`config.mk`:
```
export PLATFORM = sky130hd
export DESIGN_NAME = smi_source_status
export DESIGN_NICKNAME = d
export VERILOG_FILES = /design/src/inc/smi_source_status_pkg.sv /design/src/inc/smi_req_if.sv /design/src/core/smi_arbiter.sv /design/src/core/smi_source_status.sv
export VERILOG_INCLUDE_DIRS = /design/src /design/src/inc
export SDC_FILE = /design/constraint.sdc
export NUM_CORES = 1
export LEC_CHECK = 0
export ABC_AREA = 0
export BUFFER_PORTS_ARGS = -buffer_cell sky130_fd_sc_hd__buf_4
export CAP_MARGIN = 20
export CORE_UTILIZATION = 45
export CTS_CLUSTER_SIZE = 8
export DETAILED_ROUTE_END_ITERATION = 12
export PLACE_DENSITY = 0.81
export SLEW_MARGIN = 20
export SYNTH_ARGS = -nofsm -noshare
export SYNTH_HDL_FRONTEND = slang
export SYNTH_HIERARCHICAL = 1
export SYNTH_SLANG_ARGS = --single-unit
```
`constraint.sdc`:
```
create_clock -name clk -period 3.4 [get_ports clk]
set_input_delay 0.34 -clock clk [delete_from_list [all_inputs] [get_ports clk]]
set_output_delay 0.34 -clock clk [all_outputs]
set_load 0.01 [all_outputs]
```
`src/inc/smi_source_status_defs.svh`:
```
`ifndef SMI_SOURCE_STATUS_DEFS_SVH
`define SMI_SOURCE_STATUS_DEFS_SVH

// ========================================
// register map
`define CAUSE_STATUS_OFS 16'h0034
`define PM1_CTRL_OFS 16'h0004
`define MICRO_PORT_LO 16'h0062
`define MICRO_PORT_HI 16'h0066
`define SLEEP_EN_BIT 13
`define GLB_RELEASE_BIT 2
`define CAUSE_RESET 32'h0000_0000
`define END_SMI_RESET 1'b1

// ========================================
// field positions
`define B_USB3 31
`define B_ENGINE 30
`define B_ESPI 28
`define B_UNLOCK 27
`define B_FLASH 26
`define B_MONITOR 21
`define B_PCIE 20
`define B_SMBUS 16
`define B_SERIRQ 15
`define B_PERIODIC 14
`define B_TCO 13
`define B_DEVMON 12
`define B_MICRO 11
`define B_PIN 10
`define B_GPE 9
`define B_PM1 8
`define B_SWTMR 6
`define B_APM 5
`define B_SLEEP 4
`define B_LEGACY 3
`define B_RELEASE 2

// ========================================
// masks
`define W1C_MASK 32'h0801_6874
`define CAUSE_MASK 32'hDC31_F87C
`define RSVD_MASK 32'h23CE_0083
`define GPE_SUMMARY_MASK 32'h0007_2D04
`define PM1_SUMMARY_MASK 16'hFFCF
`define LEGACY_KBD_W 8

// ========================================
// timing
`define CLK_PERIOD_NS 4
`define PCI_CLK_NS 30
`define PCI_DIV_CYC ((`PCI_CLK_NS + `CLK_PERIOD_NS - 1) / `CLK_PERIOD_NS)
`define SMI_GAP_PCI 4
`define PERIODIC_BASE_MS 8
`define PERIODIC_BASE_CYC (`PERIODIC_BASE_MS * 1000000 / `CLK_PERIOD_NS)

`endif

```
`src/inc/smi_source_status_pkg.sv`:
```
package smi_source_status_pkg;
   typedef enum logic [1:0] {ARB_IDLE, ARB_ACTIVE, ARB_GAP} arb_state_t;
   typedef logic [31:0] cause_word_t;
endpackage

```
`src/inc/smi_req_if.sv`:
```
`timescale 1ns/1ps
interface smi_req_if;
   logic pending;
   logic globalEnable;
   logic endSmiSet;
   logic endSmi;
   logic irqN;
   modport arb (
      input  pending,
      input  globalEnable,
      input  endSmiSet,
      output endSmi,
      output irqN
   );
   modport src (
      output pending,
      output globalEnable,
      output endSmiSet,
      input  endSmi,
      input  irqN
   );
endinterface

```
`src/core/smi_arbiter.sv`:
```
`timescale 1ns/1ps
`include "smi_source_status_defs.svh"
module smi_arbiter
   import smi_source_status_pkg::*;
(
   input wire logic clk,
   input wire logic reset,
   smi_req_if.arb   req
);
   // ========================================
   // state
   localparam int GAP_CYC = `SMI_GAP_PCI * `PCI_DIV_CYC;

   arb_state_t state_ff;
   arb_state_t nxt_state;
   logic [3:0] divCnt_ff;
   logic [2:0] gapCnt_ff;
   logic       endSmi_ff;
   logic       irqN_ff;

   wire inGap   = (state_ff == ARB_GAP);
   wire pciTick = inGap && (divCnt_ff == 4'(`PCI_DIV_CYC - 1));
   wire gapDone = pciTick && (gapCnt_ff == 3'(`SMI_GAP_PCI - 1));
   wire fire    = (state_ff == ARB_IDLE) && req.pending
                  && req.globalEnable && endSmi_ff;
   wire nxt_endSmi = req.endSmiSet | (endSmi_ff & ~fire);

   always_comb begin
      nxt_state = state_ff;
      case (state_ff)
         ARB_IDLE:   if (fire) nxt_state = ARB_ACTIVE;
         ARB_ACTIVE: if (endSmi_ff) nxt_state = ARB_GAP;
         ARB_GAP:    if (gapDone) nxt_state = ARB_IDLE;
         default:    nxt_state = ARB_IDLE;
      endcase
   end

   always_ff @(posedge clk) begin
      if (reset) begin
         state_ff <= ARB_IDLE;
         endSmi_ff <= `END_SMI_RESET;
         irqN_ff  <= 1'b1;
      end else begin
         state_ff <= nxt_state;
         endSmi_ff <= nxt_endSmi;
         irqN_ff  <= (nxt_state != ARB_ACTIVE);
      end
   end

   // pci-rate divider runs only during the gap so the gap is whole periods
   always_ff @(posedge clk) begin
      if (reset || !inGap) begin
         divCnt_ff <= 4'h0;
         gapCnt_ff <= 3'h0;
      end else if (pciTick) begin
         divCnt_ff <= 4'h0;
         gapCnt_ff <= gapCnt_ff + 3'h1;
      end else begin
         divCnt_ff <= divCnt_ff + 4'h1;
      end
   end

   assign req.endSmi = endSmi_ff;
   assign req.irqN = irqN_ff;

   // ========================================
   // checks
   logic [5:0] hiCnt_ff;
   logic       seenLow_ff;
   always_ff @(posedge clk) begin
      if (reset) begin
         hiCnt_ff   <= 6'h00;
         seenLow_ff <= 1'b0;
      end else begin
         if (!irqN_ff) seenLow_ff <= 1'b1;
         if (!irqN_ff) hiCnt_ff <= 6'h00;
         else if (hiCnt_ff != 6'h3F) hiCnt_ff <= hiCnt_ff + 6'h01;
      end
   end

   endsmi_autoclear_a: assert property (
      @(posedge clk) disable iff (reset)
      $fell(irqN_ff) && !$past(req.endSmiSet) |-> !endSmi_ff)
      else $error("end of smi not cleared on assertion");

   needs_endsmi_a: assert property (
      @(posedge clk) disable iff (reset)
      $fell(irqN_ff) |-> $past(endSmi_ff))
      else $error("smi asserted without end of smi");

   gap_width_a: assert property (
      @(posedge clk) disable iff (reset)
      $fell(irqN_ff) && seenLow_ff |-> int'(hiCnt_ff) > GAP_CYC)
      else $error("inactive gap too short");

   global_off_a: assert property (
      @(posedge clk) disable iff (reset)
      state_ff == ARB_IDLE && !req.globalEnable |=> irqN_ff)
      else $error("smi with global enable clear");
endmodule

```
`src/core/smi_source_status.sv`:
```
`timescale 1ns/1ps
`include "smi_source_status_defs.svh"
module smi_source_status
   import smi_source_status_pkg::*;
#(
   parameter int unsigned PERIODIC_BASE_CYC = `PERIODIC_BASE_CYC
)
(
   input  wire logic                     clk,
   input  wire logic                     reset,
   // i/o space access
   input  wire logic [15:0]              acpiBase,
   input  wire logic [15:0]              ioAddr,
   input  wire logic                     ioWrStrobe,
   input  wire logic                     ioRdStrobe,
   input  wire logic [3:0]               ioByteEn,
   input  wire logic [31:0]              ioWrData,
   output wire logic [31:0]              ioRdData,
   output wire logic                     ioRdValid,
   // enables held in the control register
   input  wire logic [31:0]              smiEnable,
   input  wire logic                     globalSmiEnable,
   input  wire logic                     endSmiSetPulse,
   output wire logic                     endOfSmi,
   output wire logic                     sysMgmtIrqN,
   // level sources
   input  wire logic                     usb3HostSmiReq,
   input  wire logic                     engineSmiReq,
   input  wire logic                     serialFlashSmiReq,
   input  wire logic                     trapMonitorReq,
   input  wire logic                     pcieSmiReq,
   input  wire logic                     serialIrqSmiReq,
   input  wire logic                     deviceTrapStatus0,
   input  wire logic                     pinSmiReq,
   input  wire logic [31:0]              gpeStatus,
   input  wire logic [31:0]              gpeEnable,
   input  wire logic [15:0]              pm1Status,
   input  wire logic [`LEGACY_KBD_W-1:0] legacyKbdStatus,
   input  wire logic [`LEGACY_KBD_W-1:0] legacyKbdEnable,
   // event sources
   input  wire logic                     espiSmiAssert,
   input  wire logic                     espiSmiDeassert,
   input  wire logic                     pinUnlockSmiReq,
   input  wire logic                     tcoSmiEvent,
   input  wire logic                     softTimerExpire,
   input  wire logic                     apmCtrlWrite,
   input  wire logic [1:0]               periodicRateSelect,
   // smbus
   input  wire logic                     smbusTargetSmiMsg,
   input  wire logic                     smbusHostNotifyMsg,
   input  wire logic                     smbusSmiInS0Msg,
   input  wire logic                     smbusAlertN,
   input  wire logic                     smbusSmiEnable,
   input  wire logic                     smbusAlertDisable,
   input  wire logic                     hostNotifyIrqEnable
);
   // ========================================
   // address decode
   function automatic logic ioHit(
      input logic [15:0] addr,
      input logic [15:0] target
   );
      return addr == target;
   endfunction

   wire [15:0] causeAddr = acpiBase + `CAUSE_STATUS_OFS;
   wire [15:0] pm1Addr   = acpiBase + `PM1_CTRL_OFS;
   wire        anyAccess = ioRdStrobe | ioWrStrobe;

   wire rdHit   = ioRdStrobe & ioHit(ioAddr, causeAddr);
   wire causeWr = ioWrStrobe & ioHit(ioAddr, causeAddr);
   wire pm1Wr   = ioWrStrobe & ioHit(ioAddr, pm1Addr);

   wire microHit = anyAccess
                   & (ioHit(ioAddr, `MICRO_PORT_LO)
                   | ioHit(ioAddr, `MICRO_PORT_HI));

   wire sleepWr = pm1Wr & ioByteEn[1]
                  & ioWrData[`SLEEP_EN_BIT];
   wire releaseWr = pm1Wr & ioByteEn[0]
                    & ioWrData[`GLB_RELEASE_BIT];

   // ========================================
   // byte lanes
   logic [31:0] wrMask;
   genvar gi;
   generate
      for (gi = 0; gi < 4; gi++) begin : g_lane
         assign wrMask[gi*8 +: 8] = {8{ioByteEn[gi]}};
      end
   endgenerate

   // only the write-1-clear bits react to writes
   wire [31:0] stickyClr = causeWr
                           ? (ioWrData & wrMask & `W1C_MASK)
                           : 32'h0000_0000;

   // ========================================
   // smbus alert pin
   logic alertSync1_ff;
   logic alertSync2_ff;
   logic alertPrev_ff;

   always_ff @(posedge clk) begin
      if (reset) begin
         alertSync1_ff <= 1'b1;
         alertSync2_ff <= 1'b1;
         alertPrev_ff  <= 1'b1;
      end else begin
         alertSync1_ff <= smbusAlertN;
         alertSync2_ff <= alertSync1_ff;
         alertPrev_ff  <= alertSync2_ff;
      end
   end

   wire alertFall = alertPrev_ff & ~alertSync2_ff;

   wire smbusAlertHit = alertFall & smbusSmiEnable
                        & ~smbusAlertDisable;
   wire smbusNotifyHit = smbusHostNotifyMsg
                         & hostNotifyIrqEnable
                         & smbusSmiEnable;
   wire smbusSet = smbusTargetSmiMsg | smbusAlertHit
                   | smbusNotifyHit | smbusSmiInS0Msg;

   // ========================================
   // periodic source
   logic [31:0] perCnt_ff;
   wire  [31:0] perLimit = (PERIODIC_BASE_CYC << periodicRateSelect)
                           - 32'd1;
   // >= so that lowering periodicRateSelect mid-count cannot miss the wrap
   wire periodicTick = (perCnt_ff >= perLimit);

   always_ff @(posedge clk) begin
      if (reset || periodicTick) perCnt_ff <= 32'h0000_0000;
      else perCnt_ff <= perCnt_ff + 32'd1;
   end

   // ========================================
   // sticky bits
   logic [31:0] stickySet;
   logic [31:0] sticky_ff;

   always_comb begin
      stickySet = 32'h0000_0000;
      stickySet[`B_UNLOCK]   = pinUnlockSmiReq;
      stickySet[`B_SMBUS]    = smbusSet;
      stickySet[`B_PERIODIC] = periodicTick;
      stickySet[`B_TCO]      = tcoSmiEvent;
      stickySet[`B_MICRO]    = microHit;
      stickySet[`B_SWTMR]    = softTimerExpire;
      stickySet[`B_APM]      = apmCtrlWrite
                               & smiEnable[`B_APM];
      stickySet[`B_SLEEP]    = sleepWr;
      stickySet[`B_RELEASE]  = releaseWr;
   end

   // a set in the cycle of its clear wins
   wire [31:0] nxt_sticky = (stickySet | (sticky_ff & ~stickyClr))
                            & `W1C_MASK;

   always_ff @(posedge clk) begin
      if (reset) sticky_ff <= `CAUSE_RESET;
      else sticky_ff <= nxt_sticky;
   end

   // ========================================
   // espi flag
   logic espi_ff;
   wire  nxt_espi = espiSmiAssert | (espi_ff & ~espiSmiDeassert);

   always_ff @(posedge clk) begin
      if (reset) espi_ff <= 1'b0;
      else espi_ff <= nxt_espi;
   end

   // ========================================
   // status word
   wire gpeSummary = |(gpeStatus & gpeEnable
                      & `GPE_SUMMARY_MASK);
   wire pm1Summary = |(pm1Status & `PM1_SUMMARY_MASK);
   wire legacySummary = |(legacyKbdStatus
                         & legacyKbdEnable);

   cause_word_t status;
   always_comb begin
      status = sticky_ff;
      status[`B_USB3]    = usb3HostSmiReq;
      status[`B_ENGINE]  = engineSmiReq;
      status[`B_ESPI]    = espi_ff;
      status[`B_FLASH]   = serialFlashSmiReq;
      status[`B_MONITOR] = trapMonitorReq;
      status[`B_PCIE]    = pcieSmiReq;
      status[`B_SERIRQ]  = serialIrqSmiReq;
      status[`B_DEVMON]  = deviceTrapStatus0;
      status[`B_PIN]     = pinSmiReq;
      status[`B_GPE]     = gpeSummary;
      status[`B_PM1]     = pm1Summary;
      status[`B_LEGACY]  = legacySummary;
      status = status & ~`RSVD_MASK;
   end

   // ========================================
   // read port
   logic [31:0] ioRdData_ff;
   logic        ioRdValid_ff;

   always_ff @(posedge clk) begin
      if (reset) begin
         ioRdData_ff  <= 32'h0000_0000;
         ioRdValid_ff <= 1'b0;
      end else begin
         ioRdValid_ff <= rdHit;
         if (rdHit) ioRdData_ff <= status;
      end
   end

   assign ioRdData  = ioRdData_ff;
   assign ioRdValid = ioRdValid_ff;

   // ========================================
   // smi request
   smi_req_if reqBus ();

   // gpio, gpe and pm1 summaries are outside the cause mask
   assign reqBus.pending = |(status & smiEnable
                            & `CAUSE_MASK);
   assign reqBus.globalEnable = globalSmiEnable;
   assign reqBus.endSmiSet = endSmiSetPulse;

   smi_arbiter u_arbiter (
      .clk   (clk),
      .reset (reset),
      .req   (reqBus)
   );

   assign sysMgmtIrqN = reqBus.irqN;
   assign endOfSmi    = reqBus.endSmi;

   // ========================================
   // checks
   rd_usb3_a: assert property (
      @(posedge clk) disable iff (reset)
      rdHit |=> ioRdData_ff[`B_USB3] == $past(usb3HostSmiReq))
      else $error("usb3 bit wrong on read");

   espi_set_a: assert property (
      @(posedge clk) disable iff (reset)
      espiSmiAssert |=> espi_ff)
      else $error("espi flag not set");

   espi_hold_a: assert property (
      @(posedge clk) disable iff (reset)
      espi_ff && !espiSmiDeassert |=> espi_ff)
      else $error("espi flag dropped early");

   unlock_clear_a: assert property (
      @(posedge clk) disable iff (reset)
      causeWr && ioByteEn[3] && ioWrData[`B_UNLOCK]
      && !pinUnlockSmiReq |=> !sticky_ff[`B_UNLOCK])
      else $error("unlock flag not cleared");

   smbus_alert_a: assert property (
      @(posedge clk) disable iff (reset)
      smbusAlertHit |=> sticky_ff[`B_SMBUS])
      else $error("smbus flag not set by alert");

   micro_trap_a: assert property (
      @(posedge clk) disable iff (reset)
      microHit |=> sticky_ff[`B_MICRO])
      else $error("micro range access missed");

   timer_sticky_a: assert property (
      @(posedge clk) disable iff (reset)
      sticky_ff[`B_SWTMR] && !stickyClr[`B_SWTMR]
      |=> sticky_ff[`B_SWTMR])
      else $error("timer flag lost");

   release_set_a: assert property (
      @(posedge clk) disable iff (reset)
      releaseWr |=> sticky_ff[`B_RELEASE])
      else $error("release write missed");

   rsvd_zero_a: assert property (
      @(posedge clk) disable iff (reset)
      ioRdValid_ff |-> (ioRdData_ff & `RSVD_MASK) == 32'h0)
      else $error("reserved bit reads one");
endmodule

```
Word level (Yosys, flattened, before mapping)
Index checks and enable logic that the tools add are counted.
- flip-flop bits (word level): 78
- bits in latches: 0
- RAM bits: 0
- bits in read-only memories: 0
- logic and storage cells: 83
- memories kept: 0
- add/subtract/negate cells: 6
- multiply operators: 0
- divide/modulo/power cells: 0
- $lt $le $gt $ge: 1
- equality and inequality tests: 9
- shift operators: 1
- muxes and demuxes: 5
- bitwise gates (word level): 34
- reduce and logical (&&, ||, !) cells: 14
- operators by type and width (cell ; count):
    28-bit AND ; 2
    32-bit by 1-bit adder with 32-bit output (second input constant) ; 1
    32-bit AND ; 1
    16-bit equality test ; 2
    16-bit by 7-bit equality test with 1-bit output (second input constant) ; 2
    32-bit greater-or-equal comparator ; 1
    21-bit by 2-bit << shifter with 32-bit output (first input constant) ; 1
    32-bit by 1-bit subtractor with 32-bit output (second input constant) ; 1
    28-bit two-way mux ; 1
    28-bit NOT ; 1
    28-bit bitwise OR ; 1
    19-bit AND ; 1
    18-bit OR reduction ; 1
    16-bit by 3-bit adder with 16-bit output (second input constant) ; 1
    16-bit by 6-bit adder with 16-bit output (second input constant) ; 1
    1-bit AND ; 16
    8-bit OR reduction ; 2
    14-bit OR reduction ; 1
    8-bit AND ; 1
    1-bit bitwise OR ; 7
    2-bit two-way mux ; 3
    2-bit case mux with 3 select lines ; 1
    1-bit logical AND ; 5
    4-bit by 1-bit adder with 4-bit output (second input constant) ; 1
    other kinds (11) ; 15

Logic depth before layout (Yosys ltp)
- depth in word-level cells: 10
- mapped depth: 12
- gate-level depth less buffers: 11

Modules after synthesis
The synthesis kept the hierarchy.
- modules (own cells, without submodules) (module ; times used ; cells an instance ; area each (um^2) ; sequential area each (um^2)):
    smi_source_status ; 1 ; 480 ; 4126.5 ; 1341.3
    smi_arbiter ; 1 ; 44 ; 525.5 ; 220.2

Least setup slack after synthesis
Ideal clock, no wire load.
- path kind: in2reg
- from: input acpiBase[2]
- to: register sticky_ff[4]
- arrival: 2.573 ns
- data required time: 3.284 ns
- path slack: 0.711 ns
- stages on the path: 9
- buffers on the path: 1
- cell sequence: ha_1 xnor2_1 nand2_1 or4_4 nand4b_4 or4_1 buf_2 o311a_1 a31o_1
- word-level cells in the longest chain between the ends: 7
- elaborated cells on any way between the ends: 12
- those cells by class: 2 x add/sub; 2 x eq/ne; 1 x mux; 7 x bitwise
- RTL lines (element ; RTL line ; text):
    start, declared ; smi_source_status.sv:12 ; input wire logic [15:0] acpiBase,
    16-bit by 6-bit adder with 16-bit output (no source line) ; n/a ;
    16-bit equality test ; smi_source_status.sv:63 ; return addr == target;
    1-bit AND ; smi_source_status.sv:71 ; wire causeWr = ioWrStrobe & ioHit(ioAddr, causeAddr);
    28-bit two-way mux ; smi_source_status.sv:94 ; wire [31:0] stickyClr = causeWr
    28-bit NOT ; smi_source_status.sv:159 ; wire [31:0] nxt_sticky = (stickySet | (sticky_ff & ~stickyClr))
    28-bit AND ; smi_source_status.sv:159 ;
    28-bit bitwise OR * ; smi_source_status.sv:159 ;
    end signal, assigned ; smi_source_status.sv:163 ; if (reset) sticky_ff <= `CAUSE_RESET;
    end signal, assigned ; smi_source_status.sv:164 ; else sticky_ff <= nxt_sticky;
    end, declared ; smi_source_status.sv:142 ; logic [31:0] sticky_ff;
Every way passes the cells marked *; elsewhere a longest branch is shown, timed or not.
A chain may end at the register's enable or synchronous reset.

Worst setup path after layout
Ends and elaborated chain as after synthesis.

==> run summary <==
Post-synth EDFFs: 0
Antenna violations before repair: 0
Hold Path Origin: endSmiSetPulse
Setup ws final: 0.590 ns
Cell Area, Placed: 5960 µm²
TritonCTS buffer count: 9
Largest net degree at the start of global routing: 68
Worst-margin pin slew: 0.849 ns
Pre-CTS setup slack: 0.276 ns
PwrDens: 332 nW/µm²
Hold Violations, Final: 0
Max-slew violations: 0
Post-CTS setup buffer count: 0
Port Buffers: 161
Sequential fraction of the synthesis area: 33.6%
Antenna viol nets, final: 0
Die Y: 104 µm
Post-synth top area cell: dfxtp_1
Setup_tns: 0 ns
Status: complete, no violations
Most used DFF post-synth: dfxtp_1
Syn Inst Count: 524
Clock Pin Slew Worst Setup and Hold Paths: 0.08 ns
TritonCTS Sinks: 78
RD Place Congestion: 0.912
Global route overflow: 0
Post-CTS sizing: 0
Hold buffer count at cts: 0
Most frequent cell after synthesis: dfxtp_1
CTS root buf: clkbuf_8
Nets: 939
Final setup vio count: 0
Die area: 10700 µm²
Largest cells by area after synthesis: dfxtp_1 34%, ha_1 8.1%, xnor2_1 5.6%, nor4_1 4.8%, mux2i_1 4.7%
Fin crit period: 2.81 ns
H-tree depth: 3
Crit start category: primary input
Slew HR: 42.9%
TritonCTS clock tree: yes
Synthesis Warnings: 6
Vias: 4504
FF+latch count, synth: 78
Area of the core: 9910 µm²
Hold Crit Endpoint: u_arbiter/req.endSmi
Worst reg2reg setup slack: 1.15 ns
Fin crit share: 82.7%
Row count: 36
Vias/cell: 5.48
Cells on worst reg2reg path: 9
Initial Utilization: 46.9%
Hold Path Cell Cnt: 2
Cell Area, Synth: 4650 µm²
FFs w/ async S/R, synth: 0%
Die width: 104 µm
Worst-Skew Late Latency: 0.34 ns
DRT iter0 DRCs: 257
Clock Skew: 0.00858 ns
Post-Route WL: 12500 µm
Ports: 260
Design Area, Final: 6190 µm²
Number of global-route vias before repair: 4426
Reg2reg end: perCnt_ff[24]
Synth unique cells: 71
HP Class: primary input to flop
RSZ-0062 raised after global routing: no
Final core occ: 62.4%
Syn Area/Cell: 8.88 µm²
Crit path arrival time: 3.05 ns
Yosys top cell area share: 33.6%
Most instantiated cells after synthesis: 78 x dfxtp_1, 49 x nor2_1, 36 x nor4_1
Maxcap violations: 0
N_diodes: 0
Reg-to-Reg Start: perCnt_ff[0]
Critical setup path kind: primary input to flop
WL/cell: 15.3 µm
Number of detailed-route iterations in the first pass: 5
Clock tree buffer depth: 2
DP Wirelength: 9980 µm
Worst Path Max Fanout: 9
Gr usage total: 23.0%
First-pass GRT wire length: 20300 µm
Peak VDD IR: 212 µV
F_max: 0.356 GHz
Worst setup EP type: flop
Layout area overhead: 33.0%
Critical path data required time: 3.64 ns
Overall Power: 2.05 mW
DRC viols: 0
Pleak: 2.59 nW
Fraction of layout cells with a size suffix above 1: 29.0%
==> worst max path at each step <==
stage / from / endpoint / slack, ns
detailed placement: acpiBase[2] / sticky_ff[4] / 0.28
CTS: acpiBase[2] / sticky_ff[4] / 0.65
global placement: acpiBase[2] / sticky_ff[4] / 0.35
floorplan: acpiBase[2] / sticky_ff[4] / 0.71
finish: acpiBase[2] / sticky_ff[4] / 0.59
global route: acpiBase[2] / sticky_ff[4] / 0.48
==> cell usage in the layout, fill, tap and decap left out, drive strengths merged, types with 4 or more instances in the layout <==
cell type,n
ha,30
clkbuf,9
nor4,37
a22o,4
nand4b,5
nor2b,4
or2,5
dfxtp,78
mux2i,22
a211oi,4
and2,4
nor2,49
nor3,8
xor2,20
nand2,29
xnor2,30
a21oi,20
nand4,15
buf,164
and4,5
nand3,18
inv,22
o21ai,12
a22oi,9
o31ai,6
conb,19
and3,7
==> state kept, by name, indices dropped and copies added, names as in the netlist <==
register              flops
u_arbiter/gapCnt_ff       3
alertPrev_ff              1
u_arbiter/divCnt_ff       4
ioRdData                 21
u_arbiter/state_ff        2
sticky_ff                 9
u_arbiter/req.irqN        1
alertSync1_ff             1
perCnt_ff                32
espi_ff                   1
alertSync2_ff             1
ioRdValid                 1
u_arbiter/req.endSmi      1
==> logic make-up after synthesis <==
logic type               share of synthesized area (%)
XOR/XNOR                                          9.41
adder cells (fa/ha/maj)                           8.07
multiplexers                                      5.22
AO/OA/AOI/OAI                                     13.0
other                                            0.161
buffers and inverters                             5.33
AND/OR/NAND/NOR                                   25.2
flip-flops                                        33.6
==> layout make-up <==
class,instances,area [µm²]
inverters,19,71.3
repair buffers,164,1230
well taps,133,166
clock inverters,7,104
flip-flops and latches,78,1560
clock buffers,9,124
fillers,863,3720
multi-input cells,412,2930
==> power breakdown <==
part | total (mW) | switching, mW | leakage, nW | internal [mW]
logic | 0.334 | 0.155 | 1.85 | 0.179
registers | 0.946 | 0.0154 | 0.634 | 0.930
clock network | 0.774 | 0.351 | 0.108 | 0.423
total | 2.05 | 0.522 | 2.59 | 1.53
==> stage by stage <==
| step | std cells | hold WS (ns) |
|---|---|---|
| floorplan | 541 | 0.389 |
| global placement | 806 | 0.400 |
| detailed placement | 806 | 0.399 |
| CTS | 822 | 0.169 |
| global route | 822 | 0.166 |
| finish | 822 | 0.187 |
==> per-layer routing <==
metal	up-vias	routed length, µm	global-route usage [%]
met2	173	6500	43.3
li1	2223	-	-
met1	2084	4880	24.6
met4	0	393	8.47
met3	24	760	5.79
met5	-	0	0
==> critical path, stage by stage <==
cell      delay, ns
buf_4          0.14
ha_1           0.27
nor3_1         0.47
nand2b_1       0.27
and4_1         0.21
a31oi_1        0.08
or4_1          0.73
o311a_1        0.34
a31o_1         0.18
(Power assumes the default switching activity.)
